==> config.mk <==
export PLATFORM = sky130hd
export DESIGN_NAME = adp_capture_flat
export DESIGN_NICKNAME = d
export VERILOG_FILES = /design/src/adp_pkg.sv /design/src/adp_link_if.sv /design/src/adp_sync.sv /design/src/adp_capture.sv /design/src/flat_wrapper.sv
export SDC_FILE = /design/constraint.sdc
export NUM_CORES = 1
export LEC_CHECK = 0
export ABC_AREA = 1
export BUFFER_PORTS_ARGS = -buffer_cell sky130_fd_sc_hd__buf_2
export CORE_MARGIN = 2
export CORE_UTILIZATION = 52
export CTS_BUF_LIST = sky130_fd_sc_hd__clkbuf_4 sky130_fd_sc_hd__clkbuf_8 sky130_fd_sc_hd__clkbuf_16
export CTS_CLUSTER_SIZE = 20
export DETAILED_ROUTE_END_ITERATION = 10
export HOLD_SLACK_MARGIN = 0.15
export PLACE_DENSITY_LB_ADDON = 0.3
export SYNTH_ARGS = -nofsm -noshare
export SYNTH_HDL_FRONTEND = slang
export SYNTH_SLANG_ARGS = --single-unit
==> constraint.sdc <==
create_clock -name aclk -period 1.95 [get_ports aclk]
set_clock_uncertainty 0.05 [all_clocks]
set_input_delay 0.0975 -clock aclk [delete_from_list [all_inputs] [get_ports aclk]]
set_output_delay 0.0975 -clock aclk [all_outputs]
set_load 0.01 [all_outputs]
==> src/adp_pkg.sv <==
// Shared constants, codes and helpers for the converter output port and its capture end
`default_nettype none
package adp_pkg;

  // ------------------------------------------------------------
  // Clocking
  // ------------------------------------------------------------
  localparam int unsigned CLK_PERIOD_NS  = 100;
  localparam int unsigned LINK_PERIOD_NS = 800;
  localparam int unsigned LINK_DIV       = LINK_PERIOD_NS / CLK_PERIOD_NS;
  localparam int unsigned LINK_HALF      = LINK_DIV / 2;
  localparam logic [2:0]  DIV_LAST       = 3'(LINK_DIV - 1);
  localparam logic [2:0]  DIV_FALL       = 3'(LINK_HALF - 1);

  // ------------------------------------------------------------
  // Sample word
  // ------------------------------------------------------------
  localparam int unsigned DW       = 14;
  localparam int unsigned PAIRS    = DW / 2;
  localparam logic [13:0] CODE_MIN = 14'h0000;
  localparam logic [13:0] CODE_MAX = 14'h3FFF;

  // ------------------------------------------------------------
  // Device configuration map
  // ------------------------------------------------------------
  localparam logic [7:0]  PWR_ADDR    = 8'h6D;
  localparam logic [7:0]  PWR_RESET   = 8'h20;
  localparam int unsigned PWR_LSB     = 6;
  localparam logic [5:0]  PWR_FIXED   = 6'h20;
  localparam logic [1:0]  PWR_DEFAULT = 2'h0;
  localparam logic [1:0]  PWR_MODE1   = 2'h2;
  localparam logic [1:0]  PWR_MODE2   = 2'h1;
  localparam logic [1:0]  PWR_MODE3   = 2'h3;
  localparam logic [7:0]  ODI_ADDR    = 8'h41;
  localparam int unsigned ODI_BIT     = 0;
  localparam logic        ODI_RESET   = 1'b0;

  // Sampling-rate thresholds in MSPS: 150, 105, 50
  localparam logic [7:0]  RATE_HI  = 8'h96;
  localparam logic [7:0]  RATE_MID = 8'h69;
  localparam logic [7:0]  RATE_LO  = 8'h32;

  // ------------------------------------------------------------
  // Capture-end register map (AXI4-Lite)
  // ------------------------------------------------------------
  localparam logic [7:0]  REG_CTRL   = 8'h00;
  localparam logic [7:0]  REG_CFG    = 8'h04;
  localparam logic [7:0]  REG_SAMPLE = 8'h08;
  localparam logic [7:0]  REG_STAT   = 8'h0C;
  localparam logic [7:0]  REG_MASK   = 8'h10;
  localparam logic [7:0]  REG_RATE   = 8'h14;
  localparam int unsigned CTRL_CMOS  = 0;
  localparam int unsigned INT_SAMPLE = 0;
  localparam int unsigned INT_OVR    = 1;
  localparam logic [1:0]  RESP_OKAY  = 2'h0;
  localparam logic [1:0]  RESP_ERR   = 2'h2;
  localparam logic [4:0]  CFG_GAP    = 5'h10;

  // ------------------------------------------------------------
  // Helpers
  // ------------------------------------------------------------
  function automatic logic [6:0] half_bits(input logic [13:0] w, input logic odd);
    logic [6:0] r;
    r = '0;
    for (int i = 0; i < 7; i++) begin
      r[i] = w[2*i + int'(odd)];
    end
    return r;
  endfunction

  function automatic logic [13:0] interleave(input logic [6:0] ev, input logic [6:0] od);
    logic [13:0] r;
    r = '0;
    for (int i = 0; i < 7; i++) begin
      r[2*i]   = ev[i];
      r[2*i+1] = od[i];
    end
    return r;
  endfunction

  function automatic logic [7:0] pwr_byte(input logic [7:0] rate);
    logic [1:0] c;
    c = (rate > RATE_HI) ? PWR_DEFAULT : (rate > RATE_MID) ? PWR_MODE1 :
        (rate > RATE_LO) ? PWR_MODE2 : PWR_MODE3;
    return {c, PWR_FIXED};
  endfunction

endpackage
`default_nettype wire

==> src/adp_link_if.sv <==
// Link between the converter output port and the capture logic
`timescale 1ns/100ps
`default_nettype none
interface adp_link_if;
  logic        output_clock_pos;
  logic        output_clock_neg;
  logic [13:0] data_pos;
  logic [13:0] data_neg;
  logic        over_range;
  logic        out_oe;
  logic        cfg_tgl;
  logic [7:0]  cfg_addr;
  logic [7:0]  cfg_data;

  modport dev  (output output_clock_pos, output_clock_neg, data_pos, data_neg, over_range, out_oe,
                input  cfg_tgl, cfg_addr, cfg_data);
  modport host (input  output_clock_pos, output_clock_neg, data_pos, data_neg, over_range, out_oe,
                output cfg_tgl, cfg_addr, cfg_data);
endinterface
`default_nettype wire

==> src/adp_sync.sv <==
// Two-stage synchroniser for levels arriving from outside the clock domain
`timescale 1ns/100ps
`default_nettype none
module adp_sync #(
  parameter int unsigned W = 1
) (
  input  wire logic         aclk,
  input  wire logic         aresetn,
  input  wire logic [W-1:0] d,
  output logic      [W-1:0] q
);
  logic [W-1:0] meta_q;
  logic [W-1:0] hold_q;

  // First stage feeds the second stage only
  always_ff @(posedge aclk) begin
    if (!aresetn) begin
      meta_q <= '0;
      hold_q <= '0;
    end else begin
      meta_q <= d;
      hold_q <= meta_q;
    end
  end

  assign q = hold_q;
endmodule
`default_nettype wire

==> src/adp_capture.sv <==
// Capture end: rebuilds samples from the link, drives configuration, AXI4-Lite registers
//
// The register offsets and the AXI4-Lite register port are this design's own decisions.
`timescale 1ns/100ps
`default_nettype none
module adp_capture (
  adp_link_if.host         link,
  input  wire logic        aclk,
  input  wire logic        aresetn,
  input  wire logic [7:0]  awaddr,
  input  wire logic        awvalid,
  output logic             awready,
  input  wire logic [31:0] wdata,
  input  wire logic [3:0]  wstrb,
  input  wire logic        wvalid,
  output logic             wready,
  output logic [1:0]       bresp,
  output logic             bvalid,
  input  wire logic        bready,
  input  wire logic [7:0]  araddr,
  input  wire logic        arvalid,
  output logic             arready,
  output logic [31:0]      rdata,
  output logic [1:0]       rresp,
  output logic             rvalid,
  input  wire logic        rready,
  output logic             irq,
  output logic [13:0]      sample_word,
  output logic             sample_over,
  output logic             sample_strobe
);

  // ------------------------------------------------------------
  // Link capture
  // ------------------------------------------------------------
  logic [16:0] ln_s;
  logic        clk_prev_q;
  logic        rise;
  logic        fall;
  logic        cmos_q;
  logic [6:0]  even_q;
  logic        have_even_q;
  logic        ovr_h_q;
  logic [13:0] smp_q;
  logic        sovr_q;
  logic        sstb_q;

  adp_sync #(
    .W (17)
  ) u_link_sync (
    .aclk    (aclk),
    .aresetn (aresetn),
    .d       ({link.out_oe, link.over_range, link.output_clock_pos, link.data_pos}),
    .q       (ln_s)
  );

  // Clock and data share one synchroniser depth, so data seen at an edge is post-edge
  assign rise = ln_s[16] & ln_s[14] & ~clk_prev_q;
  assign fall = ln_s[16] & ~ln_s[14] & clk_prev_q;

  always_ff @(posedge aclk) begin
    if (!aresetn) begin
      clk_prev_q  <= 1'b1;
      even_q      <= '0;
      have_even_q <= 1'b0;
      ovr_h_q     <= 1'b0;
      smp_q       <= '0;
      sovr_q      <= 1'b0;
      sstb_q      <= 1'b0;
    end else begin
      clk_prev_q <= ln_s[14];
      sstb_q     <= rise & (cmos_q | have_even_q);
      if (!ln_s[16]) begin
        have_even_q <= 1'b0;
      end else if (fall) begin
        even_q      <= ln_s[6:0];
        ovr_h_q     <= ln_s[15];
        have_even_q <= 1'b1;
      end else if (rise & cmos_q) begin
        smp_q  <= ln_s[13:0];
        sovr_q <= ln_s[15];
      end else if (rise & have_even_q) begin
        smp_q       <= adp_pkg::interleave(even_q, ln_s[6:0]);
        sovr_q      <= ovr_h_q;
        have_even_q <= 1'b0;
      end
    end
  end

  // ------------------------------------------------------------
  // AXI4-Lite handshakes
  // ------------------------------------------------------------
  logic        awready_q;
  logic        wready_q;
  logic        bvalid_q;
  logic        arready_q;
  logic        rvalid_q;
  logic [1:0]  bresp_q;
  logic [1:0]  rresp_q;
  logic [31:0] rdata_q;
  logic [7:0]  awaddr_q;
  logic [31:0] wdata_q;
  logic [3:0]  wstrb_q;
  logic        wr_fire;
  logic        ar_hs;

  assign wr_fire = ~awready_q & ~wready_q & ~bvalid_q;
  assign ar_hs   = arvalid & arready_q;

  always_ff @(posedge aclk) begin
    if (!aresetn) begin
      awready_q <= 1'b1;
      wready_q  <= 1'b1;
      bvalid_q  <= 1'b0;
      awaddr_q  <= '0;
      wdata_q   <= '0;
      wstrb_q   <= '0;
    end else begin
      if (awvalid & awready_q) begin
        awready_q <= 1'b0;
        awaddr_q  <= awaddr;
      end
      if (wvalid & wready_q) begin
        wready_q <= 1'b0;
        wdata_q  <= wdata;
        wstrb_q  <= wstrb;
      end
      if (wr_fire) begin
        bvalid_q <= 1'b1;
      end else if (bvalid_q & bready) begin
        bvalid_q  <= 1'b0;
        awready_q <= 1'b1;
        wready_q  <= 1'b1;
      end
    end
  end

  // ------------------------------------------------------------
  // Register decode
  // ------------------------------------------------------------
  logic [31:0] wmask;
  logic        sel_ctrl;
  logic        sel_cfg;
  logic        sel_stat;
  logic        sel_mask;
  logic        sel_rate;
  logic        cfg_busy;
  logic        launch;
  logic        wr_err;
  logic [7:0]  l_addr;
  logic [7:0]  l_data;
  logic [1:0]  int_set;
  logic [1:0]  stat_q;
  logic [1:0]  mask_q;
  logic [7:0]  rate_q;
  logic [4:0]  gap_q;
  logic        tgl_q;
  logic [7:0]  caddr_q;
  logic [7:0]  cdata_q;
  logic        irq_q;
  logic        rd_known;
  logic [31:0] rd_word;

  assign wmask    = {{8{wstrb_q[3]}}, {8{wstrb_q[2]}}, {8{wstrb_q[1]}}, {8{wstrb_q[0]}}};
  assign sel_ctrl = awaddr_q == adp_pkg::REG_CTRL;
  assign sel_cfg  = awaddr_q == adp_pkg::REG_CFG;
  assign sel_stat = awaddr_q == adp_pkg::REG_STAT;
  assign sel_mask = awaddr_q == adp_pkg::REG_MASK;
  assign sel_rate = awaddr_q == adp_pkg::REG_RATE;
  assign cfg_busy = gap_q != 5'h00;
  // A configuration write while one is in flight is refused, not queued
  assign launch   = wr_fire & (sel_cfg | sel_rate) & ~cfg_busy & wstrb_q[0];
  assign wr_err   = ~(sel_ctrl | sel_cfg | sel_stat | sel_mask | sel_rate) |
                    ((sel_cfg | sel_rate) & ~launch);
  assign l_addr   = sel_rate ? adp_pkg::PWR_ADDR : wdata_q[15:8];
  assign l_data   = sel_rate ? adp_pkg::pwr_byte(wdata_q[7:0]) : wdata_q[7:0];
  assign int_set  = {sstb_q & sovr_q, sstb_q};

  always_ff @(posedge aclk) begin
    if (!aresetn) begin
      cmos_q  <= 1'b0;
      mask_q  <= '0;
      stat_q  <= '0;
      rate_q  <= '0;
      gap_q   <= '0;
      tgl_q   <= 1'b0;
      caddr_q <= '0;
      cdata_q <= '0;
      bresp_q <= adp_pkg::RESP_OKAY;
      irq_q   <= 1'b0;
    end else begin
      irq_q <= |(stat_q & mask_q);
      // A new event wins over a clear in the same cycle
      stat_q <= (stat_q & ~((wr_fire & sel_stat) ? (wdata_q[1:0] & wmask[1:0]) : 2'h0)) | int_set;
      gap_q  <= launch ? adp_pkg::CFG_GAP : (cfg_busy ? gap_q - 5'h01 : gap_q);
      if (wr_fire) begin
        bresp_q <= wr_err ? adp_pkg::RESP_ERR : adp_pkg::RESP_OKAY;
        if (sel_ctrl & wstrb_q[0]) cmos_q <= wdata_q[adp_pkg::CTRL_CMOS];
        if (sel_mask & wstrb_q[0]) mask_q <= wdata_q[1:0];
        if (sel_rate & launch) rate_q <= wdata_q[7:0];
      end
      if (launch) begin
        tgl_q   <= ~tgl_q;
        caddr_q <= l_addr;
        cdata_q <= l_data;
      end
    end
  end

  assign rd_known = (araddr == adp_pkg::REG_CTRL) | (araddr == adp_pkg::REG_CFG) |
                    (araddr == adp_pkg::REG_SAMPLE) | (araddr == adp_pkg::REG_STAT) |
                    (araddr == adp_pkg::REG_MASK) | (araddr == adp_pkg::REG_RATE);
  assign rd_word  = (araddr == adp_pkg::REG_CTRL)   ? {31'h0, cmos_q} :
                    (araddr == adp_pkg::REG_CFG)    ? {15'h0, cfg_busy, caddr_q, cdata_q} :
                    (araddr == adp_pkg::REG_SAMPLE) ? {17'h0, sovr_q, smp_q} :
                    (araddr == adp_pkg::REG_STAT)   ? {30'h0, stat_q} :
                    (araddr == adp_pkg::REG_MASK)   ? {30'h0, mask_q} :
                    (araddr == adp_pkg::REG_RATE)   ? {24'h0, rate_q} : 32'h0;

  always_ff @(posedge aclk) begin
    if (!aresetn) begin
      arready_q <= 1'b1;
      rvalid_q  <= 1'b0;
      rdata_q   <= '0;
      rresp_q   <= adp_pkg::RESP_OKAY;
    end else if (ar_hs) begin
      arready_q <= 1'b0;
      rvalid_q  <= 1'b1;
      rdata_q   <= rd_word;
      rresp_q   <= rd_known ? adp_pkg::RESP_OKAY : adp_pkg::RESP_ERR;
    end else if (rvalid_q & rready) begin
      arready_q <= 1'b1;
      rvalid_q  <= 1'b0;
    end
  end

  // ------------------------------------------------------------
  // Outputs
  // ------------------------------------------------------------
  assign awready       = awready_q;
  assign wready        = wready_q;
  assign bvalid        = bvalid_q;
  assign bresp         = bresp_q;
  assign arready       = arready_q;
  assign rvalid        = rvalid_q;
  assign rdata         = rdata_q;
  assign rresp         = rresp_q;
  assign irq           = irq_q;
  assign sample_word   = smp_q;
  assign sample_over   = sovr_q;
  assign sample_strobe = sstb_q;
  assign link.cfg_tgl  = tgl_q;
  assign link.cfg_addr = caddr_q;
  assign link.cfg_data = cdata_q;

endmodule
`default_nettype wire

==> src/flat_wrapper.sv <==
// flat-port wrapper written by rule: the top's interface ports become plain ports
module adp_capture_flat 
  (aclk, aresetn, awaddr, awvalid, awready, wdata, wstrb, wvalid, wready, bresp, bvalid, bready, araddr, arvalid, arready, rdata, rresp, rvalid, rready, irq, sample_word, sample_over, sample_strobe, link_output_clock_pos, link_output_clock_neg, link_data_pos, link_data_neg, link_over_range, link_out_oe, link_cfg_tgl, link_cfg_addr, link_cfg_data);
  adp_link_if link_i ();
  input  wire logic aclk;
  input  wire logic aresetn;
  input  wire logic [7:0] awaddr;
  input  wire logic awvalid;
  output logic awready;
  input  wire logic [31:0] wdata;
  input  wire logic [3:0] wstrb;
  input  wire logic wvalid;
  output logic wready;
  output logic [1:0] bresp;
  output logic bvalid;
  input  wire logic bready;
  input  wire logic [7:0] araddr;
  input  wire logic arvalid;
  output logic arready;
  output logic [31:0] rdata;
  output logic [1:0] rresp;
  output logic rvalid;
  input  wire logic rready;
  output logic irq;
  output logic [13:0] sample_word;
  output logic sample_over;
  output logic sample_strobe;
  input wire logic [$bits(link_i.output_clock_pos)-1:0] link_output_clock_pos;
  input wire logic [$bits(link_i.output_clock_neg)-1:0] link_output_clock_neg;
  input wire logic [$bits(link_i.data_pos)-1:0] link_data_pos;
  input wire logic [$bits(link_i.data_neg)-1:0] link_data_neg;
  input wire logic [$bits(link_i.over_range)-1:0] link_over_range;
  input wire logic [$bits(link_i.out_oe)-1:0] link_out_oe;
  output wire logic [$bits(link_i.cfg_tgl)-1:0] link_cfg_tgl;
  output wire logic [$bits(link_i.cfg_addr)-1:0] link_cfg_addr;
  output wire logic [$bits(link_i.cfg_data)-1:0] link_cfg_data;
  assign link_i.output_clock_pos = link_output_clock_pos;
  assign link_i.output_clock_neg = link_output_clock_neg;
  assign link_i.data_pos = link_data_pos;
  assign link_i.data_neg = link_data_neg;
  assign link_i.over_range = link_over_range;
  assign link_i.out_oe = link_out_oe;
  assign link_cfg_tgl = link_i.cfg_tgl;
  assign link_cfg_addr = link_i.cfg_addr;
  assign link_cfg_data = link_i.cfg_data;
  adp_capture u_core (.link(link_i), .aclk(aclk), .aresetn(aresetn), .awaddr(awaddr), .awvalid(awvalid), .awready(awready), .wdata(wdata), .wstrb(wstrb), .wvalid(wvalid), .wready(wready), .bresp(bresp), .bvalid(bvalid), .bready(bready), .araddr(araddr), .arvalid(arvalid), .arready(arready), .rdata(rdata), .rresp(rresp), .rvalid(rvalid), .rready(rready), .irq(irq), .sample_word(sample_word), .sample_over(sample_over), .sample_strobe(sample_strobe));
endmodule
=== After elaboration in Yosys (flattened, before gate mapping) ===
Index checks and enable logic that the tools add are counted.

* Flip-flop bits (word level): 162
* Latch bits: 0
* Bits in writable memories: 0
* ROM bits: 0
* Output and inout port bits: 75
* Word-level logic and storage cells: 147
* Memories: 0

* Add/subtract/negate cells: 1
* $mul: 0
* Divide/modulo/power cells: 0
* $lt $le $gt $ge: 3
* Equality and inequality tests: 10
* Shifts and indexed selects: 0
* Mux-type cells: 35
* Bitwise logic cells: 51
* Reductions and logical operators: 17

{| class="wikitable"
|+ Operator list
! kind !! number
|-
| $mux 32 || 5
|-
| $eq 8x5->1 const B || 4
|-
| $mux 14 || 2
|-
| $eq 8x4->1 const B || 3
|-
| $mux 8 || 3
|-
| $and 1x1->1 || 23
|-
| $mux 1 || 17
|-
| $eq 8x3->1 const B || 2
|-
| $logic_not 8->1 || 2
|-
| $mux 2 || 6
|-
| $or 1x1->1 || 12
|-
| $reduce_and 2->1 || 6
|-
| $not 1->1 || 11
|-
| $mux 5 || 2
|-
| $reduce_bool 2->1 || 5
|-
| $gt 8x6->1 const B || 1
|-
| $gt 8x7->1 const B || 1
|-
| $gt 8x8->1 const B || 1
|-
| $and 2x2->2 || 3
|-
| $reduce_bool 5->1 || 1
|-
| $sub 5x1->5 const B || 1
|-
| $reduce_or 2->1 || 2
|-
| $reduce_and 3->1 || 1
|-
| $ne 2x1->1 const B || 1
|-
| other kinds (2) || 2
|}

=== Depth between registers and ports, before layout ===
* Depth in word-level cells: 10
* Gate-level depth with buffers: 10

=== Cells and area by module ===
A second synthesis with hierarchy kept.

* Cell total of the unflattened synthesis: 742
* Area total of the unflattened synthesis: 5736.8 um2

{| class="wikitable"
|+ By module, submodules not included
! module !! times used !! cells each !! area each (um2)
|-
| adp_capture || 1 || 636 || 4759.6
|-
| adp_sync || 1 || 106 || 977.2
|}

=== Worst setup path after synthesis ===
OpenSTA, ideal clock, no wires.

* Kind: register to register
* Start point: register u_core.gap_q[0]
* End point: register u_core.tgl_q (netlist: u_core.link.cfg_tgl)
* Data arrival time: 1.276 ns
* Path slack: 0.496 ns
* Stages on the path, launching flop included: 11
* Period minus slack after synthesis: 1.454 ns
* Path through: dfxtp_1 > inv_1 > ha_1 > nand2_1 > nor2_4 > inv_2 > nor2_2 > nand2_2 > clkinv_2 > o21ai_0 > nor2_1

* Longest elaborated chain between the ends: 4

{| class="wikitable"
|+ RTL lines
! item !! line !! source
|-
| from (decl) || adp_capture.sv:156 || <nowiki>logic [4:0] gap_q;</nowiki>
|-
| from (signal assigned) || adp_capture.sv:195 || <nowiki>gap_q <= launch ? adp_pkg::CFG_GAP : (cfg_busy ? gap_q - 5'h01 : gap_q);</nowiki>
|-
| $reduce_bool 5->1 || adp_capture.sv:170 || <nowiki>assign cfg_busy = gap_q != 5'h00;</nowiki>
|-
| $not 1->1 || adp_capture.sv:172 || <nowiki>assign launch = wr_fire & (sel_cfg | sel_rate) & ~cfg_busy & wstrb_q[0];</nowiki>
|-
| $and 1x1->1 (2 in series) || adp_capture.sv:172 ||
|-
| to (signal assigned) || adp_capture.sv:203 || <nowiki>tgl_q <= ~tgl_q;</nowiki>
|-
| to (decl) || adp_capture.sv:157 || <nowiki>logic tgl_q;</nowiki>
|}

No other way between the ends.
A chain may end at the register's enable or synchronous reset.

=== Worst setup path after layout ===
* Start point: register u_core.gap_q[0]
* End point: register u_core.rdata_q[16] (netlist: u_core.rdata[16])

* Longest elaborated chain between the ends: 3

{| class="wikitable"
|+ RTL lines
! item !! line !! source
|-
| $reduce_bool 5->1 || adp_capture.sv:170 ||
|-
| $mux 32 || adp_capture.sv:214 || <nowiki>(araddr == adp_pkg::REG_CFG) ? {15'h0, cfg_busy, caddr_q, cdata_q} :</nowiki>
|-
| $mux 32 || adp_capture.sv:213 || <nowiki>assign rd_word = (araddr == adp_pkg::REG_CTRL) ? {31'h0, cmos_q} :</nowiki>
|-
| to (signal assigned) || adp_capture.sv:229 || <nowiki>rdata_q <= rd_word;</nowiki>
|-
| to (decl) || adp_capture.sv:100 || <nowiki>logic [31:0] rdata_q;</nowiki>
|}

No other way between the ends.

==> flow_metrics.py <==
metrics = {
    "run_status": {
        "status": "complete, no violations",
    },
    "floorplanning": {
        "chipWidth_um": 111,
        "core.rowCount": 38,
        "fp.dieH_um": 111,
        "die-area_um2": 12300,
        "core_um2": 11000,
        "io_pins": 166,
        "start_util_pct": 54.0,
    },
    "worst_setup_path": {
        "r2r_slack_ps": 80,
        "end_kind": "flip-flop",
        "cp_cell_sequence": "inv_1 > ha_1 > nand2_2 > nor2_4 > inv_2 > nand2_1 > o31ai_1 > dlygate4sd3_1",
        "reg2reg_to": "u_core.rdata[16]",
        "crit_path_end": "u_core.rdata[16]",
        "worstSetupPathType": "flip-flop to flip-flop",
        "worstPathRequired_ps": 2190,
        "worstRegToRegCells": 8,
        "worstReg2RegStart": "u_core.gap_q[0]",
        "arrival_ps": 2110,
        "cp_max_fo": 5,
        "cp_slowest_stage_delay_ps": 560,
        "cp-start-kind": "flip-flop",
        "slowest_stage": "dlygate4sd3_1",
        "startpoint": "u_core.gap_q[0]",
    },
    "pwr": {
        "switching_power_mw": 1.82,
        "clockPowerShare_pct": 44.5,
        "switching_share_pct": 25.9,
        "power.density_nw_per_um2": 896,
        "p_int_mw": 5.21,
        "p_leak_nw": 3.79,
        "p_seq_share_pct": 45.1,
        "ir_worst_vdd_mv": 0.517,
        "combPwrFrac_pct": 10.5,
    },
    "global_routing": {
        "grt_pass1_wl_mm": 23.9,
        "track_usage_pct": 24.0,
        "grt_antenna_before_repair": 0,
        "met1_usage_pct": 31.9,
        "grtUsageMet3_pct": 5.47,
        "grt_max_degree": 71,
        "overflow": 0,
        "grt.busiest_layer": "met2",
        "grt_pass1_vias": 4991,
        "grtUsageMet2_pct": 38.5,
    },
    "timing": {
        "finalSetupViolations": 0,
        "hold_viol_final": 0,
        "worst_pin_slew_ps": 559,
        "rsz0062_at_grt": "no",
        "slew_headroom_pct": 62.7,
        "fin_setup_tns_ps": 0,
        "fmaxAchievable_ghz": 0.535,
        "fin_hold_ws_ps": 198,
        "finalCriticalPeriod_ps": 1870,
        "postLayoutSetupSlackWorst_ps": 82.5,
        "layout_worst_path_cycle_share_pct": 95.8,
        "maxSlewViolCount": 0,
    },
    "cells_and_area": {
        "area_delta_synth_final_pct": 32.4,
        "n_antenna_cell": 0,
        "fillers": 867,
        "nets": 1064,
        "finalNonFillerCells": 1125,
        "drive_above_1_share_pct": 19.1,
    },
    "cts": {
        "clk_pin_slew_worst_paths_ps": 60,
        "cts_root_buffer": "clkbuf_16",
        "htree_levels": 4,
        "cts_buffers": 17,
        "cts_tree": "done",
        "post-cts-setup-buffers": 0,
        "cts_buffer_depth": 2,
        "clock_latency_ps": 410,
        "clkSinkCount": 145,
    },
    "drt": {
        "ant_nets": 0,
        "finalWirelength_mm": 14.5,
        "vias": 5429,
        "drc": 0,
        "drtIter0Drc": 467,
        "drt_first_pass_iters": 5,
        "wl_per_cell_um": 12.9,
        "viasPerCell": 4.83,
    },
    "logic_synthesis": {
        "syn_inst": 791,
        "syn_avg_cell_area_um2": 7.50,
        "netlist.area_leader.share_pct": 48.9,
        "seq_area_frac_synth_pct": 48.9,
        "yosysUniqueCellTypes": 38,
        "netlist_area_um2": 5930,
        "yosysWarnings": 0,
        "yosys.area.top_type": "dfxtp_1",
        "synth_area_leaders": "dfxtp_1 49%, nand2_1 9.8%, inv_1 7.1%, o21ai_0 5.3%, a21oi_1 5.2%",
        "synth-seq-cells": 145,
    },
    "run": {
        "drv_cap": 0,
    },
    "placement": {
        "dp_worst_setup_slack_ps": 249,
        "portBuffers": 114,
        "dp_cells": 1020,
        "dpl.hpwl_mm": 9.66,
        "gp_congestion": 0.860,
    },
    "hold_path": {
        "hold_path.class": "input port to flip-flop",
    },
}
## power groups by stage
stage                     clock network, mW  registers, mW  logic (mW)
after floorplan                           0           3.22       0.469
after global placement                    0           3.23       0.588
after detailed placement                  0           3.23       0.599
after CTS                              3.15           3.17       0.711
after global routing                   3.32           3.19       0.825
final                                  3.13           3.17       0.736
## cell usage in the layout (no fill, tap or decap), types with 2 or more instances in the layout
master / instances
conb_1: 17
inv_2: 3
clkinvlp_4: 3
nor3_4: 2
o21ai_2: 4
nand2_1: 154
nor2_1: 77
and2_1: 2
o211ai_1: 9
inv_8: 2
nand2_2: 5
a21oi_1: 62
buf_2: 114
a211oi_2: 2
clkinv_2: 2
inv_6: 7
inv_1: 112
dlygate4sd3_1: 73
nor2_2: 5
nor2_4: 5
buf_4: 8
clkinv_1: 2
dfxtp_1: 144
o21ai_1: 6
a211oi_1: 8
xnor2_1: 2
o22ai_1: 7
nand3_1: 43
nand3_4: 2
nor3_1: 11
or2_2: 2
clkbuf_16: 17
o21ai_0: 63
## state kept, by name, summed over array words and instances, names as in the netlist, 2 cells and up
register                   count
u_core.link.cfg_addr           8
u_core.u_link_sync.q          17
u_core.rate_q                  8
u_core.stat_q                  2
u_core.gap_q                   5
u_core.link.cfg_data           8
u_core.mask_q                  2
u_core.even_q                  7
u_core.sample_word            14
u_core.u_link_sync.meta_q     17
u_core.awaddr_q                8
u_core.rdata                  17
u_core.wdata_q                16
## how the worst min path moves through the flow
stage / from / to / slack, ps / cells after the start
global route: araddr[4] / u_core.rresp[1] / 240 / 6
global placement: link_output_clock_pos / u_core.u_link_sync.meta_q[14] / 230 / 3
detailed placement: link_data_pos[8] / u_core.u_link_sync.meta_q[8] / 230 / 3
floorplan: link_data_pos[0] / u_core.u_link_sync.meta_q[0] / 150 / 2
CTS: araddr[4] / u_core.rresp[1] / 190 / 6
finish: araddr[5] / u_core.rresp[1] / 200 / 7
## area by class of cell
cell class / count / area, um2 / area share [%]
sequential: 145 / 2900 / 37.0
timing repair buffer: 196 / 1380 / 17.6
clock inverter: 15 / 150 / 1.91
clock buffer: 17 / 425 / 5.42
inverter: 118 / 444 / 5.66
multi-input combinational: 494 / 2370 / 30.2
tap: 140 / 175 / 2.23
## cells by family after synthesis
family,after synthesis,synth area share (%)
other,1,0.0632
XOR/XNOR,2,0.295
AND/OR/NAND/NOR,311,23.1
buffers and inverters,168,12.1
flip-flops,145,48.9
adder cells (fa/ha/maj),1,0.211
AO/OA/AOI/OAI,163,15.2
## per-stage QoR
stage / total power [mW] / utilization, % / cell area [um2]
finish: 7.03 / 71.5 / 7850
global route: 7.34 / 71.5 / 7850
global placement: 3.82 / 59.6 / 6540
floorplan: 3.68 / - / 5990
CTS: 7.03 / 71.5 / 7850
detailed placement: 3.83 / 59.6 / 6540
## worst max-delay path: cells and delay by family (launching register included)
family                   cells  cell delay, ps
AO/OA/AOI/OAI                1              80
adder cells (fa/ha/maj)      1             200
buffers and inverters        3             700
flip-flops                   1             330
AND/OR/NAND/NOR              3             400
## Yosys cell counts
cell	instances
o211ai_1	9
ha_1	1
o21ai_0	63
o21ai_2	4
nor2_1	77
nand3_4	2
inv_2	3
o21ai_1	6
inv_1	112
nand4_1	1
clkinv_1	2
nor2_2	5
clkbuf_1	18
nand2_2	4
clkbuf_2	1
xnor2_1	2
nand3b_1	1
buf_6	2
buf_2	6
conb_1	1
or2_2	2
o22ai_1	7
a211oi_2	2
nand2_1	155
dfxtp_1	145
clkinv_2	1
buf_1	6
buf_4	17
nand2_4	1
nand3_1	43
o31ai_1	1
nor2_4	5
a21oi_1	62
and2_1	2
nor3_4	2
nor3_1	11
o2111ai_1	1
a211oi_1	8
## per-layer routing
metal / wire length [um] / vias up
met4: 323 / 0
li1: - / 2839
met1: 6820 / 2386
met3: 854 / 26
met5: 0 / -
met2: 6470 / 178
## repair_timing
action / in CTS / in global routing
endpoints found under the setup margin: 0 / 1
hold buffers: 73 / 0
gates resized for setup: 0 / 2
endpoints found under the hold margin: 73 / 0
(Power assumes the default switching activity.)
